[src/stpc_pkg.sv]
/*
 * Shared constants for the supply trigger and protection controller:
 * register byte offsets, field positions, reset values and state codes.
 * Assumes a 32-bit AHB-Lite register bus with word-aligned registers.
 */
package stpc_pkg;

   // ----------------------------------------------------------------
   // Register byte offsets
   // ----------------------------------------------------------------
   localparam logic [11:0] OFS_CMD      = 12'h000;
   localparam logic [11:0] OFS_CONFIG   = 12'h004;
   localparam logic [11:0] OFS_OPCOND   = 12'h008;
   localparam logic [11:0] OFS_ALARM    = 12'h00C;
   localparam logic [11:0] OFS_IMM_V    = 12'h010;
   localparam logic [11:0] OFS_IMM_C    = 12'h014;
   localparam logic [11:0] OFS_PEND_V   = 12'h018;
   localparam logic [11:0] OFS_PEND_C   = 12'h01C;
   localparam logic [11:0] OFS_CAL_PASS = 12'h020;
   localparam logic [11:0] OFS_STATUS   = 12'h024;
   localparam logic [11:0] OFS_VSCALE   = 12'h02C;
   localparam logic [11:0] OFS_CSCALE   = 12'h030;
   localparam logic [11:0] OFS_INP_FS   = 12'h034;
   localparam logic [11:0] OFS_POT_BASE = 12'h040;
   localparam logic [11:0] OFS_ID_BASE  = 12'h100;

   // ----------------------------------------------------------------
   // Command word bits (write-only pulses)
   // ----------------------------------------------------------------
   localparam int CMD_PROT_CLEAR = 0;
   localparam int CMD_ABORT      = 1;
   localparam int CMD_TRIGGER    = 2;
   localparam int CMD_INITIATE   = 3;
   localparam int CMD_RECALL_RST = 4;
   localparam int CMD_CAL_STOP   = 5;
   localparam int CMD_TRIM_FACTORY_DEFAULTS    = 6;
   localparam int CMD_RESTART    = 7;
   localparam int CMD_STOP       = 8;

   // ----------------------------------------------------------------
   // Configuration bits
   // ----------------------------------------------------------------
   localparam int CFG_CONT   = 0;
   localparam int CFG_SENSE  = 1;
   localparam int CFG_FRONT  = 2;
   localparam int CFG_EXTERN = 3;
   localparam logic [3:0] CFG_RESET = 4'h0;

   // ----------------------------------------------------------------
   // Operation condition word bits
   // ----------------------------------------------------------------
   localparam int OPC_ARM   = 0;
   localparam int OPC_INT   = 3;
   localparam int OPC_EXT   = 4;
   localparam int OPC_WAIT  = 5;
   localparam int OPC_PWR   = 7;
   localparam int OPC_RSEN  = 9;
   localparam int OPC_ALARM = 11;

   // ----------------------------------------------------------------
   // Status bits
   // ----------------------------------------------------------------
   localparam int STS_CAL_OPEN   = 0;
   localparam int STS_CAL_REJECT = 1;
   localparam int STS_RST_REFUSE = 2;

   // ----------------------------------------------------------------
   // Sizes and reset values
   // ----------------------------------------------------------------
   localparam int NUM_ALARMS = 7;
   localparam int NUM_POTS   = 5;
   localparam int ID_CHARS   = 100;
   localparam int POT_W      = 8;
   localparam logic [31:0] WORD_ZERO = 32'h0000_0000;

   // ----------------------------------------------------------------
   // Trigger states, one-hot
   // ----------------------------------------------------------------
   typedef enum logic [1:0] {
      TRG_IDLE  = 2'b01,
      TRG_ARMED = 2'b10
   } stpc_trg_t;

endpackage

[src/stpc_ctrl.sv]
/*
 * Supply trigger and protection controller: alarm latches with restart
 * interlock, abort / initiate / trigger sequencing, calibration session,
 * configuration switches and identification string, all behind AHB-Lite.
 * Assumes one clock, fault inputs synchronous to hclk, single word transfers.
 */
// The implementer's own choices: the AHB-Lite register port and the address map.
module stpc_ctrl
   import stpc_pkg::*;
#(
   parameter logic [31:0]    CAL_PASSWORD = 32'h0000_1234,
   parameter logic [POT_W-1:0] POT_DEFAULT = 8'h80
) (
   // Clock, reset, enable
   input  wire logic                      hclk,
   input  wire logic                      hresetn,
   input  wire logic                      ce,
   // AHB-Lite slave
   input  wire logic                      hsel,
   input  wire logic [11:0]               haddr,
   input  wire logic [1:0]                htrans,
   input  wire logic                      hwrite,
   input  wire logic [2:0]                hsize,
   input  wire logic                      hready,
   input  wire logic [31:0]               hwdata,
   output logic      [31:0]               hrdata,
   output logic                           hreadyout,
   output logic                           hresp,
   // Fault detectors
   input  wire logic [NUM_ALARMS-1:0]     fault_in,
   // Supply side
   output logic                           output_run,
   output logic                           alarm_state,
   output logic      [31:0]               applied_voltage_level,
   output logic      [31:0]               applied_current_level,
   output logic                           waiting_for_trigger_flag,
   output logic                           sense_location_select,
   output logic                           front_panel_control_enable,
   output logic                           external_input_control_enable,
   output logic      [NUM_POTS*POT_W-1:0] trim_pot_setting
);

   // ----------------------------------------------------------------
   // Storage
   // ----------------------------------------------------------------
   stpc_trg_t              trg_reg;
   logic [NUM_ALARMS-1:0]  latch_reg;
   logic [3:0]             cfg_reg;
   logic [31:0]            pend_v_reg;
   logic [31:0]            pend_c_reg;
   logic [31:0]            imm_v_reg;
   logic [31:0]            imm_c_reg;
   logic [31:0]            vscale_reg;
   logic [31:0]            cscale_reg;
   logic [31:0]            inp_fs_reg;
   logic [POT_W-1:0]       pot_reg [0:NUM_POTS-1];
   logic [7:0]             id_mem  [0:ID_CHARS-1];
   logic                   cal_open_reg;
   logic                   cal_reject_reg;
   logic                   refuse_reg;
   logic                   run_reg;
   logic                   opc_clear_reg;

   // ----------------------------------------------------------------
   // Bus phase tracking
   // ----------------------------------------------------------------
   logic                   wr_pend_reg;
   logic                   rd_pend_reg;
   logic [11:0]            addr_reg;
   logic [31:0]            rdata_next;
   logic                   addr_phase;

   assign addr_phase = hsel & htrans[1] & hready;

   // Capture address phase; reads take one wait state
   always_ff @(posedge hclk or negedge hresetn) begin
      if (!hresetn) begin
         wr_pend_reg <= 1'b0;
         rd_pend_reg <= 1'b0;
         addr_reg    <= 12'h000;
         hreadyout   <= 1'b1;
         hrdata      <= WORD_ZERO;
         hresp       <= 1'b0;
      end else if (ce) begin
         hresp <= 1'b0;
         if (rd_pend_reg) begin
            hrdata      <= rdata_next;
            hreadyout   <= 1'b1;
            rd_pend_reg <= 1'b0;
         end else if (addr_phase) begin
            addr_reg    <= haddr;
            wr_pend_reg <= hwrite;
            rd_pend_reg <= ~hwrite;
            hreadyout   <= hwrite;
         end else begin
            wr_pend_reg <= 1'b0;
         end
      end
   end

   // ----------------------------------------------------------------
   // Write decode
   // ----------------------------------------------------------------
   logic        wr_cmd;
   logic [31:0] cmd;
   logic        c_clear, c_abort, c_trigger_fire_cmd, c_init, c_cstop, c_cdef, c_restart, c_stop;
   logic        wr_pot_any;
   logic        wr_id;
   logic [11:0] id_ofs;
   logic [11:0] pot_ofs;

   assign wr_cmd    = wr_pend_reg & (addr_reg == OFS_CMD);
   assign cmd       = wr_cmd ? hwdata : WORD_ZERO;
   assign c_clear   = cmd[CMD_PROT_CLEAR];
   assign c_abort   = cmd[CMD_ABORT] | cmd[CMD_RECALL_RST];
   assign c_trigger_fire_cmd    = cmd[CMD_TRIGGER];
   assign c_init    = cmd[CMD_INITIATE];
   assign c_cstop   = cmd[CMD_CAL_STOP];
   assign c_cdef    = cmd[CMD_TRIM_FACTORY_DEFAULTS];
   assign c_restart = cmd[CMD_RESTART];
   assign c_stop    = cmd[CMD_STOP];
   assign id_ofs    = addr_reg - OFS_ID_BASE;
   assign pot_ofs   = addr_reg - OFS_POT_BASE;
   assign wr_id     = wr_pend_reg & (addr_reg >= OFS_ID_BASE)
                      & (id_ofs[11:2] < 10'(ID_CHARS));
   assign wr_pot_any = wr_pend_reg & (addr_reg >= OFS_POT_BASE)
                      & (pot_ofs[11:2] < 10'(NUM_POTS));

   // Calibration write attempt of any kind
   logic cal_attempt;
   assign cal_attempt = wr_pot_any | c_cdef
                      | (wr_pend_reg & ((addr_reg == OFS_VSCALE) | (addr_reg == OFS_CSCALE)
                                        | (addr_reg == OFS_INP_FS)));

   // ----------------------------------------------------------------
   // Protection latches and restart interlock
   // ----------------------------------------------------------------
   // Fault sets win over a clear in the same cycle
   always_ff @(posedge hclk or negedge hresetn) begin
      if (!hresetn) begin
         latch_reg <= '0;
      end else if (ce) begin
         latch_reg <= (latch_reg & ~{NUM_ALARMS{c_clear}}) | fault_in;
      end
   end

   // Run control: restart only with no fault and no latch
   always_ff @(posedge hclk or negedge hresetn) begin
      if (!hresetn) begin
         run_reg    <= 1'b0;
         refuse_reg <= 1'b0;
      end else if (ce) begin
         if ((|fault_in) | (|latch_reg) | c_stop) begin
            run_reg <= 1'b0;
         end else if (c_restart) begin
            run_reg <= 1'b1;
         end
         if (c_restart & ((|fault_in) | (|latch_reg))) begin
            refuse_reg <= 1'b1;
         end else if (wr_pend_reg & (addr_reg == OFS_STATUS) & hwdata[STS_RST_REFUSE]) begin
            refuse_reg <= 1'b0;
         end
      end
   end

   // ----------------------------------------------------------------
   // Trigger system
   // ----------------------------------------------------------------
   logic cont;
   assign cont = cfg_reg[CFG_CONT];

   // Arm state: abort first, then trigger, then initiate
   always_ff @(posedge hclk or negedge hresetn) begin
      if (!hresetn) begin
         trg_reg <= TRG_IDLE;
      end else if (ce) begin
         case (trg_reg)
            TRG_IDLE: begin
               if (cont | (c_init & ~c_abort)) begin
                  trg_reg <= TRG_ARMED;
               end
            end
            TRG_ARMED: begin
               if ((c_abort | c_trigger_fire_cmd) & ~cont) begin
                  trg_reg <= TRG_IDLE;
               end
            end
            default: begin
               trg_reg <= TRG_IDLE;
            end
         endcase
      end
   end

   // Condition word blanked for one cycle after a serviced trigger or abort
   always_ff @(posedge hclk or negedge hresetn) begin
      if (!hresetn) begin
         opc_clear_reg <= 1'b0;
      end else if (ce) begin
         opc_clear_reg <= ((trg_reg == TRG_ARMED) & c_trigger_fire_cmd) | c_abort;
      end
   end

   // Pending and immediate levels
   always_ff @(posedge hclk or negedge hresetn) begin
      if (!hresetn) begin
         pend_v_reg <= WORD_ZERO;
         pend_c_reg <= WORD_ZERO;
         imm_v_reg  <= WORD_ZERO;
         imm_c_reg  <= WORD_ZERO;
      end else if (ce) begin
         if (c_abort) begin
            pend_v_reg <= imm_v_reg;
            pend_c_reg <= imm_c_reg;
         end else if (c_trigger_fire_cmd & (trg_reg == TRG_ARMED)) begin
            imm_v_reg <= pend_v_reg;
            imm_c_reg <= pend_c_reg;
         end else if (wr_pend_reg & (addr_reg == OFS_PEND_V)) begin
            pend_v_reg <= hwdata;
         end else if (wr_pend_reg & (addr_reg == OFS_PEND_C)) begin
            pend_c_reg <= hwdata;
         end
      end
   end

   // ----------------------------------------------------------------
   // Configuration switches
   // ----------------------------------------------------------------
   // Booleans held as single bits so they read back as 0 or 1
   always_ff @(posedge hclk or negedge hresetn) begin
      if (!hresetn) begin
         cfg_reg <= CFG_RESET;
      end else if (ce) begin
         if (wr_pend_reg & (addr_reg == OFS_CONFIG)) begin
            cfg_reg <= hwdata[3:0];
         end
      end
   end

   // ----------------------------------------------------------------
   // Calibration session
   // ----------------------------------------------------------------
   // Session open on password match, closed by stop
   always_ff @(posedge hclk or negedge hresetn) begin
      if (!hresetn) begin
         cal_open_reg   <= 1'b0;
         cal_reject_reg <= 1'b0;
      end else if (ce) begin
         if (c_cstop) begin
            cal_open_reg <= 1'b0;
         end else if (wr_pend_reg & (addr_reg == OFS_CAL_PASS) & (hwdata == CAL_PASSWORD)) begin
            cal_open_reg <= 1'b1;
         end
         if (cal_attempt & ~cal_open_reg) begin
            cal_reject_reg <= 1'b1;
         end else if (wr_pend_reg & (addr_reg == OFS_STATUS) & hwdata[STS_CAL_REJECT]) begin
            cal_reject_reg <= 1'b0;
         end
      end
   end

   // Scale factors, only inside a session
   always_ff @(posedge hclk or negedge hresetn) begin
      if (!hresetn) begin
         vscale_reg <= WORD_ZERO;
         cscale_reg <= WORD_ZERO;
         inp_fs_reg <= WORD_ZERO;
      end else if (ce & cal_open_reg & wr_pend_reg) begin
         if (addr_reg == OFS_VSCALE) begin
            vscale_reg <= hwdata;
         end
         if (addr_reg == OFS_CSCALE) begin
            cscale_reg <= hwdata;
         end
         if (addr_reg == OFS_INP_FS) begin
            inp_fs_reg <= hwdata;
         end
      end
   end

   // One trim pot per entry; defaults override a same-cycle write
   genvar gp;
   generate
      for (gp = 0; gp < NUM_POTS; gp++) begin : g_pot
         always_ff @(posedge hclk or negedge hresetn) begin
            if (!hresetn) begin
               pot_reg[gp] <= POT_DEFAULT;
            end else if (ce & cal_open_reg) begin
               if (c_cdef) begin
                  pot_reg[gp] <= POT_DEFAULT;
               end else if (wr_pot_any & (pot_ofs[11:2] == 10'(gp))) begin
                  pot_reg[gp] <= hwdata[POT_W-1:0];
               end
            end
         end
         assign trim_pot_setting[gp*POT_W +: POT_W] = pot_reg[gp];
      end
   endgenerate

   // Identification string, one character per word
   always_ff @(posedge hclk) begin
      if (ce & wr_id) begin
         id_mem[id_ofs[8:2]] <= hwdata[7:0];
      end
   end

   // ----------------------------------------------------------------
   // Read data and condition word
   // ----------------------------------------------------------------
   logic [31:0] opcond;
   always_comb begin
      opcond = WORD_ZERO;
      if (!opc_clear_reg) begin
         opcond[OPC_ARM]   = (trg_reg == TRG_ARMED);
         opcond[OPC_INT]   = cfg_reg[CFG_FRONT];
         opcond[OPC_EXT]   = cfg_reg[CFG_EXTERN];
         opcond[OPC_WAIT]  = (trg_reg == TRG_ARMED);
         opcond[OPC_PWR]   = run_reg;
         opcond[OPC_RSEN]  = cfg_reg[CFG_SENSE];
         opcond[OPC_ALARM] = |latch_reg;
      end
   end

   // Register read mux; unmapped reads return zero
   always_comb begin
      rdata_next = WORD_ZERO;
      case (addr_reg)
         OFS_CONFIG: rdata_next = {28'h0000000, cfg_reg};
         OFS_OPCOND: rdata_next = opcond;
         OFS_ALARM:  rdata_next = {25'h0, latch_reg};
         OFS_IMM_V:  rdata_next = imm_v_reg;
         OFS_IMM_C:  rdata_next = imm_c_reg;
         OFS_PEND_V: rdata_next = pend_v_reg;
         OFS_PEND_C: rdata_next = pend_c_reg;
         OFS_STATUS: rdata_next = {29'h0, refuse_reg, cal_reject_reg, cal_open_reg};
         OFS_VSCALE: rdata_next = vscale_reg;
         OFS_CSCALE: rdata_next = cscale_reg;
         OFS_INP_FS: rdata_next = inp_fs_reg;
         default: begin
            if ((addr_reg >= OFS_POT_BASE) & (pot_ofs[11:2] < 10'(NUM_POTS))) begin
               rdata_next = {24'h000000, pot_reg[pot_ofs[4:2]]};
            end else if ((addr_reg >= OFS_ID_BASE) & (id_ofs[11:2] < 10'(ID_CHARS))) begin
               rdata_next = {24'h000000, id_mem[id_ofs[8:2]]};
            end
         end
      endcase
   end

   // ----------------------------------------------------------------
   // Registered outputs
   // ----------------------------------------------------------------
   always_ff @(posedge hclk or negedge hresetn) begin
      if (!hresetn) begin
         output_run                    <= 1'b0;
         alarm_state                   <= 1'b0;
         applied_voltage_level         <= WORD_ZERO;
         applied_current_level         <= WORD_ZERO;
         waiting_for_trigger_flag      <= 1'b0;
         sense_location_select         <= 1'b0;
         front_panel_control_enable    <= 1'b0;
         external_input_control_enable <= 1'b0;
      end else if (ce) begin
         output_run                    <= run_reg;
         alarm_state                   <= |latch_reg;
         applied_voltage_level         <= imm_v_reg;
         applied_current_level         <= imm_c_reg;
         waiting_for_trigger_flag      <= (trg_reg == TRG_ARMED);
         sense_location_select         <= cfg_reg[CFG_SENSE];
         front_panel_control_enable    <= cfg_reg[CFG_FRONT];
         external_input_control_enable <= cfg_reg[CFG_EXTERN];
      end
   end

endmodule

[config.mk]
export PLATFORM = sky130hd
export DESIGN_NAME = stpc_ctrl
export DESIGN_NICKNAME = d
export VERILOG_FILES = /design/src/stpc_pkg.sv /design/src/stpc_ctrl.sv
export SDC_FILE = /design/constraint.sdc
export NUM_CORES = 1
export LEC_CHECK = 0
export BUFFER_PORTS_ARGS = -buffer_cell sky130_fd_sc_hd__buf_2
export CAP_MARGIN = 0
export CORE_ASPECT_RATIO = 0.5
export CORE_UTILIZATION = 55
export DETAILED_ROUTE_END_ITERATION = 8
export HOLD_SLACK_MARGIN = 0.05
export PLACE_DENSITY = 0.73
export SLEW_MARGIN = 20
export SYNTH_ARGS = -nofsm -noshare
export SYNTH_HDL_FRONTEND = slang
export SYNTH_SLANG_ARGS = --single-unit
[constraint.sdc]
create_clock -name hclk -period 3.1 [get_ports hclk]
set_clock_uncertainty 0.1 [all_clocks]
set_input_delay 0.93 -clock hclk [delete_from_list [all_inputs] [get_ports hclk]]
set_output_delay 0.93 -clock hclk [all_outputs]
set_load 0.05 [all_outputs]
==> results of run 1 <==
routing by layer:
metal,track usage [%],routed length (um),vias up
met1,41.51,51230,15140
met2,45.60,60550,1758
met4,9.183,4107,2
met3,6.152,13820,247
li1,-,-,12330
met5,0,11,-
cells in the mapped netlist, drive strengths merged (8+ instances only):
cell type,count
a21o,23
a21oi,93
a221oi,8
a222oi,26
a22o,11
a22oi,77
a31oi,37
and2,12
buf,71
clkbuf,108
dfrtp,392
edfxtp,800
inv,11
mux2,292
mux2i,56
mux4,200
nand2,149
nand2b,8
nand3,39
nand4,18
nor2,144
nor2b,43
nor3,15
nor4,26
o21ai,89
o22ai,23
worst max-delay path by stage:
stage	slack (ns)	end	start	depth (start not counted)
floorplan	0.15	id_mem[24][0]$_DFFE_PP_	ce	6
global placement	0.04	hrdata[4]$_DFFE_PN0P_	addr_reg[2]$_DFFE_PN0P_	9
detailed placement	-0.02	hrdata[4]$_DFFE_PN0P_	addr_reg[2]$_DFFE_PN0P_	9
CTS	0.008	hrdata[4]$_DFFE_PN0P_	addr_reg[2]$_DFFE_PN0P_	9
global route	-0.0002	hrdata[3]$_DFFE_PN0P_	addr_reg[2]$_DFFE_PN0P_	8
finish	-0.04	hrdata[4]$_DFFE_PN0P_	addr_reg[4]$_DFFE_PN0P_	7
power by group through the flow:
stage / clock network (mW) / registers [mW] / logic [mW]
2_1_floorplan: 0 / 18.1 / 5.29
3_3_place_gp: 0 / 17.9 / 9.35
3_5_place_dp: 0 / 17.9 / 9.46
6_report: 12.6 / 17.6 / 9.81
4_1_cts: 12.7 / 17.6 / 9.54
5_1_grt: 13.3 / 17.6 / 10.1
final cells by class:
class / instances / share of cell area [%]
flip-flops and latches: 1199 / 59.88
multi-input cells: 1489 / 24.55
repair buffers: 534 / 7.213
clock buffers: 138 / 5.018
well taps: 1170 / 2.576
clock inverters: 45 / 0.6760
inverters: 12 / 0.08587
worst register-to-register path, stage by stage (launching register included):
cell	delay [ns]
dfrtp_2	0.53
nor2b_1	1.01
a22oi_1	0.23
a21oi_1	0.53
o31a_1	0.23
a2111oi_2	0.06
buf_4	0.16
a311oi_1	0.19
what timing repair did:
| item | 4_1_cts | 5_1_grt |
|---|---|---|
| resized for setup | 2 | 10 |
| setup buffers | 0 | 5 |
| setup endpoints to repair | 1 | 11 |
| pin swaps | 0 | 1 |
per-stage QoR:
step / cell area (sq um) / utilization [%]
after global placement: 53500 / 61.63
after floorplan: 48660 / -
after global routing: 56830 / 65.45
after detailed placement: 53500 / 61.63
after CTS: 56740 / 65.36
final: 56830 / 65.45
logic make-up after synthesis:
kind of cell / share of synthesized area, %
other: 0.007706
muxes: 17.17
buffers and inverters: 1.692
adders and majority gates: 0.05142
DFF: 69.90
and+or+nand+nor: 4.937
AOI/OAI and AO/OA: 6.243
==> results.md, run 1 <==
* Vias in the first global route at 29500
* Top cell type by total area after synthesis: edfxtp_1
* Area of the multi-input gates at 0.01395 sq mm
* Post-cts hold buffer count at 0
* Dpl ws at -0.02192 ns
* Violated checks: setup timing
* Largest delay contributor family on the critical path: compound AO/OA/AOI/OAI gates
* Clock transition at the registers of the reported paths at 0.07 ns
* Reg area at 0.03403 sq mm
* Layout cells sized above 1 at 35.44%
* Root buf cell: clkbuf_16
* Syn_area_per_cell at 16.90 sq um
* Total gr overflow at 0
* CTS tree: done
* Post-synthesis sequential area ratio at 69.90%
* Worst slew pin tran at 1.266 ns
* Endpoints failing hold at 0
* Reg-to-Reg Start: addr_reg[4]$_DFFE_PN0P_
* Worst R2R End: hrdata[4]$_DFFE_PN0P_
* Final Wtd Congestion at 0.9518
* Sequential power share at 44.0%
* Count of input and output buffers at 200
* Commonest register cell after synthesis: edfxtp_1
* Final setup margin at -0.04180 ns
* Top cell type's share of synthesized area at 49.37%
* CP Data Arrival Time at 3.63 ns
* Number of flops mapped to enable cells by yosys at 800
* Seq cells post-synth at 1199
* Initial antenna violation count at 2
* Peak VDD IR at 0.5017 mV
* Worst r2r path cells at 7
* Layout area overhead at 16.78%
* Initial Utilization at 56.05%
* Inst Count DP at 4399
* Fin crit period at 3.142 ns
* Syn Std Cell Area at 0.04866 sq mm
* Syn. warnings at 0
* ANT nets after route at 0
* Worst path slowest cell: nor2b_1
* CP bufs+invs at 1
* Final setup fails at 1
* Clock share of power at 31.4%
* Setup TNS at -0.04180 ns
* Detailed-route wire length per cell at 28.28 um
* Via count of the routed design at 29470
* Leakage power at 21.72 nW
* Finished Layout Cells at 4587
* Area contributors post-synth: edfxtp_1, dfrtp_1, mux4_2
* CTS sink cnt at 1199
* H-tree levels at 3
* Status: complete, but fails checks
* Layout filler cell count at 5773
* Mapped Cells at 2879
* Relative slew slack at 15.44%
* Worst hold slack at 0.06603 ns
* Most frequent cells in the layout: edfxtp_1, dfrtp_1, buf_4, mux2_2, mux4_2
* Sw Pwr at 11.88 mW
* Drc violations at 0
* Largest net degree at the start of global routing at 107
* Final Power at 40.01 mW
* CP Cell Sequence: nor2b_1, a22oi_1, a21oi_1, o31a_1, a2111oi_2, buf_4, a311oi_1
* Fin nets at 3402
* Worst setup EP type: flip-flop
* DRT iter0 DRCs at 4550
* Synth unique cells at 76
* Die Height at 212.3 um
* Syn nets at 2943
* Worst Hold Class: primary input to asynchronous set/reset pin
* Critical-path maximum fanout at 14
* Die Area at 0.08974 sq mm
* Post-Route WL at 129700 um
* Largest register FFs at 800
* Sw frac at 29.69%
* Clk buf depth at 3
* Placeable Area at 0.08682 sq mm
* First-pass detailed-route iteration total at 8
* Setup CP Type: flip-flop to flip-flop
* First-pass GRT wire length at 192700 um
* Post-DP HPWL at 84720 um
* Internal at 28.13 mW
* Max-slew violation count at 0
* # rows at 76
* Comb power frac at 24.5%
* Antenna fix cells at 0
* Worst-Skew Late Latency at 0.70 ns
* Die width at 422.7 um
* Tcrit/Tclk final at 101.3%
* Max cap viols at 0
* Setup slack, reg-to-reg at -0.04 ns
* TritonCTS Buffers at 102
* CP startpoint kind: flip-flop
* Worst EP required at 3.59 ns
* Async SR Flop Fraction at 33.28%
* Max incr delay on CP at 1.01 ns
* # IOs at 206
* Max Clock Freq at 318.3 MHz
* Vias/cell at 6.425
* Commonest non-fill, non-tap cell in the layout: edfxtp_1
* GR Util All Layers at 29.16%
* PwrDens at 704.0 mW/mm^2
(Power assumes the default switching activity.)
==> inputs of run 2 (changes only) <==
--- a/config.mk
+++ b/config.mk
@@ -8,10 +8,13 @@
 export BUFFER_PORTS_ARGS = -buffer_cell sky130_fd_sc_hd__buf_2
 export CAP_MARGIN = 0
 export CORE_ASPECT_RATIO = 0.5
-export CORE_UTILIZATION = 55
+export CORE_UTILIZATION = 58
+export CTS_BUF_LIST = sky130_fd_sc_hd__clkbuf_4
 export DETAILED_ROUTE_END_ITERATION = 8
 export HOLD_SLACK_MARGIN = 0.05
-export PLACE_DENSITY = 0.73
+export MAX_ROUTING_LAYER = met4
+export PLACE_DENSITY = 0.77
+export SETUP_SLACK_MARGIN = 0.15
 export SLEW_MARGIN = 20
 export SYNTH_ARGS = -nofsm -noshare
 export SYNTH_HDL_FRONTEND = slang
==> results.md, run 2 (synthesis results as in run 1) <==
* Status: completed
* Clock transition at the registers of the reported paths at 0.07 ns (about the same)
* # rows at 74 (-2.6%)
* Max-slew violation count at 0 (unchanged)
* Fin nets at 3665 (+7.7%)
* Final instance area at 0.05796 sq mm (+2.0%)
* Placeable Area at 0.08231 sq mm (-5.2%)
* Worst slew pin tran at 1.073 ns (-0.1924 ns)
* GR Util All Layers at 31.71% (+2.6 points)
* Relative slew slack at 28.44% (+13 points)
* Worst hold slack at 0.2450 ns (+0.1790 ns)
* Internal at 28.11 mW (about the same)
* Commonest non-fill, non-tap cell in the layout: edfxtp_1
* CP startpoint kind: flip-flop
* Drc violations at 0 (unchanged)
* Via count of the routed design at 31240 (+6.0%)
* Die Height at 206.8 um (-2.6%)
* Worst-Skew Late Latency at 1.19 ns (+0.49 ns)
* TritonCTS Buffers at 279 (+170%)
* Layout cells sized above 1 at 40.81% (+5.4 points)
* First-pass GRT wire length at 192600 um (about the same)
* Sw Pwr at 12.34 mW (+3.9%)
* Max cap viols at 0 (unchanged)
* H-tree levels at 5 (+2)
* Final Wtd Congestion at 0.9624 (+1.1%)
* Worst setup EP type: flip-flop
* Setup CP Type: flip-flop to flip-flop
* Inst Count DP at 4342 (-1.3%)
* Root buf cell: clkbuf_4
* First-pass detailed-route iteration total at 8 (unchanged)
* Initial antenna violation count at 9 (+7)
* Layout filler cell count at 5037 (-13%)
* Leakage power at 22.63 nW (+4.2%)
* Comb power frac at 25.6% (+1.1 points)
* Fin crit period at 2.987 ns (-0.1551 ns)
* Total gr overflow at 0 (unchanged)
* Tcrit/Tclk final at 96.34% (-5.0 points)
* Layout area overhead at 19.11%
* Initial Utilization at 59.12% (+3.1 points)
* Most frequent cells in the layout: edfxtp_1, clkbuf_4, dfrtp_1, buf_4, mux2_2
* Critical-path maximum fanout at 7 (-7)
* Peak VDD IR at 0.4076 mV (-19%)
* Finished Layout Cells at 4877 (+6.3%)
* # IOs at 206 (unchanged)
* PwrDens at 697.9 mW/mm^2 (-0.87%)
* Largest net degree at the start of global routing at 108 (+0.93%)
* Vias/cell at 6.405 (-0.31%)
* Count of input and output buffers at 200 (unchanged)
* Sw frac at 30.50% (+0.82 points)
* Worst EP required at 3.99 ns (+0.40 ns)
* Die Area at 0.08513 sq mm (-5.1%)
* Endpoints failing hold at 0 (unchanged)
* CTS tree: done
* Final Power at 40.45 mW (+1.1%)
* Setup TNS at 0 ns (+0.04180 ns)
* Largest register FFs at 800 (unchanged)
* Sequential power share at 43.6% (-0.4 points)
* Clock share of power at 30.8% (-0.6 points)
* Vias in the first global route at 31320 (+6.1%)
* Clk buf depth at 4 (+1)
* Max Clock Freq at 334.8 MHz (+5.2%)
* CTS sink cnt at 1199 (unchanged)
* Worst Hold Class: primary input to asynchronous set/reset pin
* Post-Route WL at 130700 um (+0.77%)
* Final setup fails at 0 (-1)
* Placed cell area at 0.05340 sq mm (-0.19%)
* CP Data Arrival Time at 3.87 ns (+0.24 ns)
* RSZ-0062 raised after global routing: yes
* ANT nets after route at 0 (unchanged)
* DRT iter0 DRCs at 3718 (-18%)
* Post-DP HPWL at 83070 um (-1.9%)
* Detailed-route wire length per cell at 26.80 um (-5.2%)
* Die width at 411.6 um (-2.6%)
[run 2: path summary, 6_finish.rpt]
kind,from,endpoint,slack (ns),depth (start not counted)
min in group hclk,hwdata[6],id_mem[99][6]$_DFFE_PP_,0.29,2
max,addr_reg[2]$_DFFE_PN0P_,hrdata[6]$_DFFE_PN0P_,0.11,8
max in group asynchronous,hresetn,hrdata[10]$_DFFE_PN0P_,1.82,3
max reg2reg,addr_reg[2]$_DFFE_PN0P_,hrdata[6]$_DFFE_PN0P_,0.11,8
min reg2reg,hrdata[19]$_DFFE_PN0P_,hrdata[19]$_DFFE_PN0P_,0.37,1
min,hresetn,imm_v_reg[22]$_DFFE_PN0P_,0.25,2
[run 2: area by class of cell]
| class | count | area (sq um) | area share [%] |
|---|---|---|---|
| repair buffers | 620 | 5044 | 8.701 |
| clock inverters | 33 | 231.5 | 0.3993 |
| well taps | 1102 | 1379 | 2.379 |
| diodes | 4 | 10.01 | 0.01727 |
| inverters | 12 | 48.80 | 0.08419 |
| multi-input cells | 1489 | 14080 | 24.29 |
| clock buffers | 418 | 3138 | 5.414 |
| flip-flops and latches | 1199 | 34030 | 58.71 |
[run 2: worst max-delay path, cell delays in order, from the launching register on]
cell     delay, ns
dfrtp_4       0.56
buf_12        0.18
buf_12        0.14
buf_4         0.15
mux4_2        0.52
mux2i_1       0.46
nand3_1       0.17
a31oi_1       0.41
o31ai_1       0.14
[run 2: repair_timing]
action                                  CTS  global route
resized for setup                        72            33
cloned                                    0             2
endpoints found under the hold margin   384             0
hold buffers                             54             0
buffers inserted                          9            15
endpoints found under the setup margin   86           292
pin swaps                                 0            10
[run 2: routing by layer]
| layer | routed length (um) | GRT usage [%] | vias up |
|---|---|---|---|
| met3 | 14910 | 7.094 | 362 |
| met4 | 4133 | 12.75 | 0 |
| met5 | 0 | - | - |
| met1 | 49480 | 42.14 | 15880 |
| li1 | - | - | 12990 |
| met2 | 62200 | 48.13 | 2006 |
[run 2: stage by stage]
stage	utilization [%]	setup slack, ns
5_1_grt	70.42	0.07015
3_3_place_gp	64.88	-0.07161
4_1_cts	69.99	0.07982
2_1_floorplan	-	0.1459
3_5_place_dp	64.88	-0.1145
6_report	70.42	0.1133
[run 2: power by group through the flow]
stage | Sequential [mW] | Clock [mW] | Combinational [mW]
after CTS | 17.6 | 12.6 | 9.78
after detailed placement | 18.0 | 0 | 9.47
after global routing | 17.7 | 13.4 | 10.7
after floorplan | 18.1 | 0 | 5.29
final | 17.6 | 12.5 | 10.3
after global placement | 18.0 | 0 | 9.36
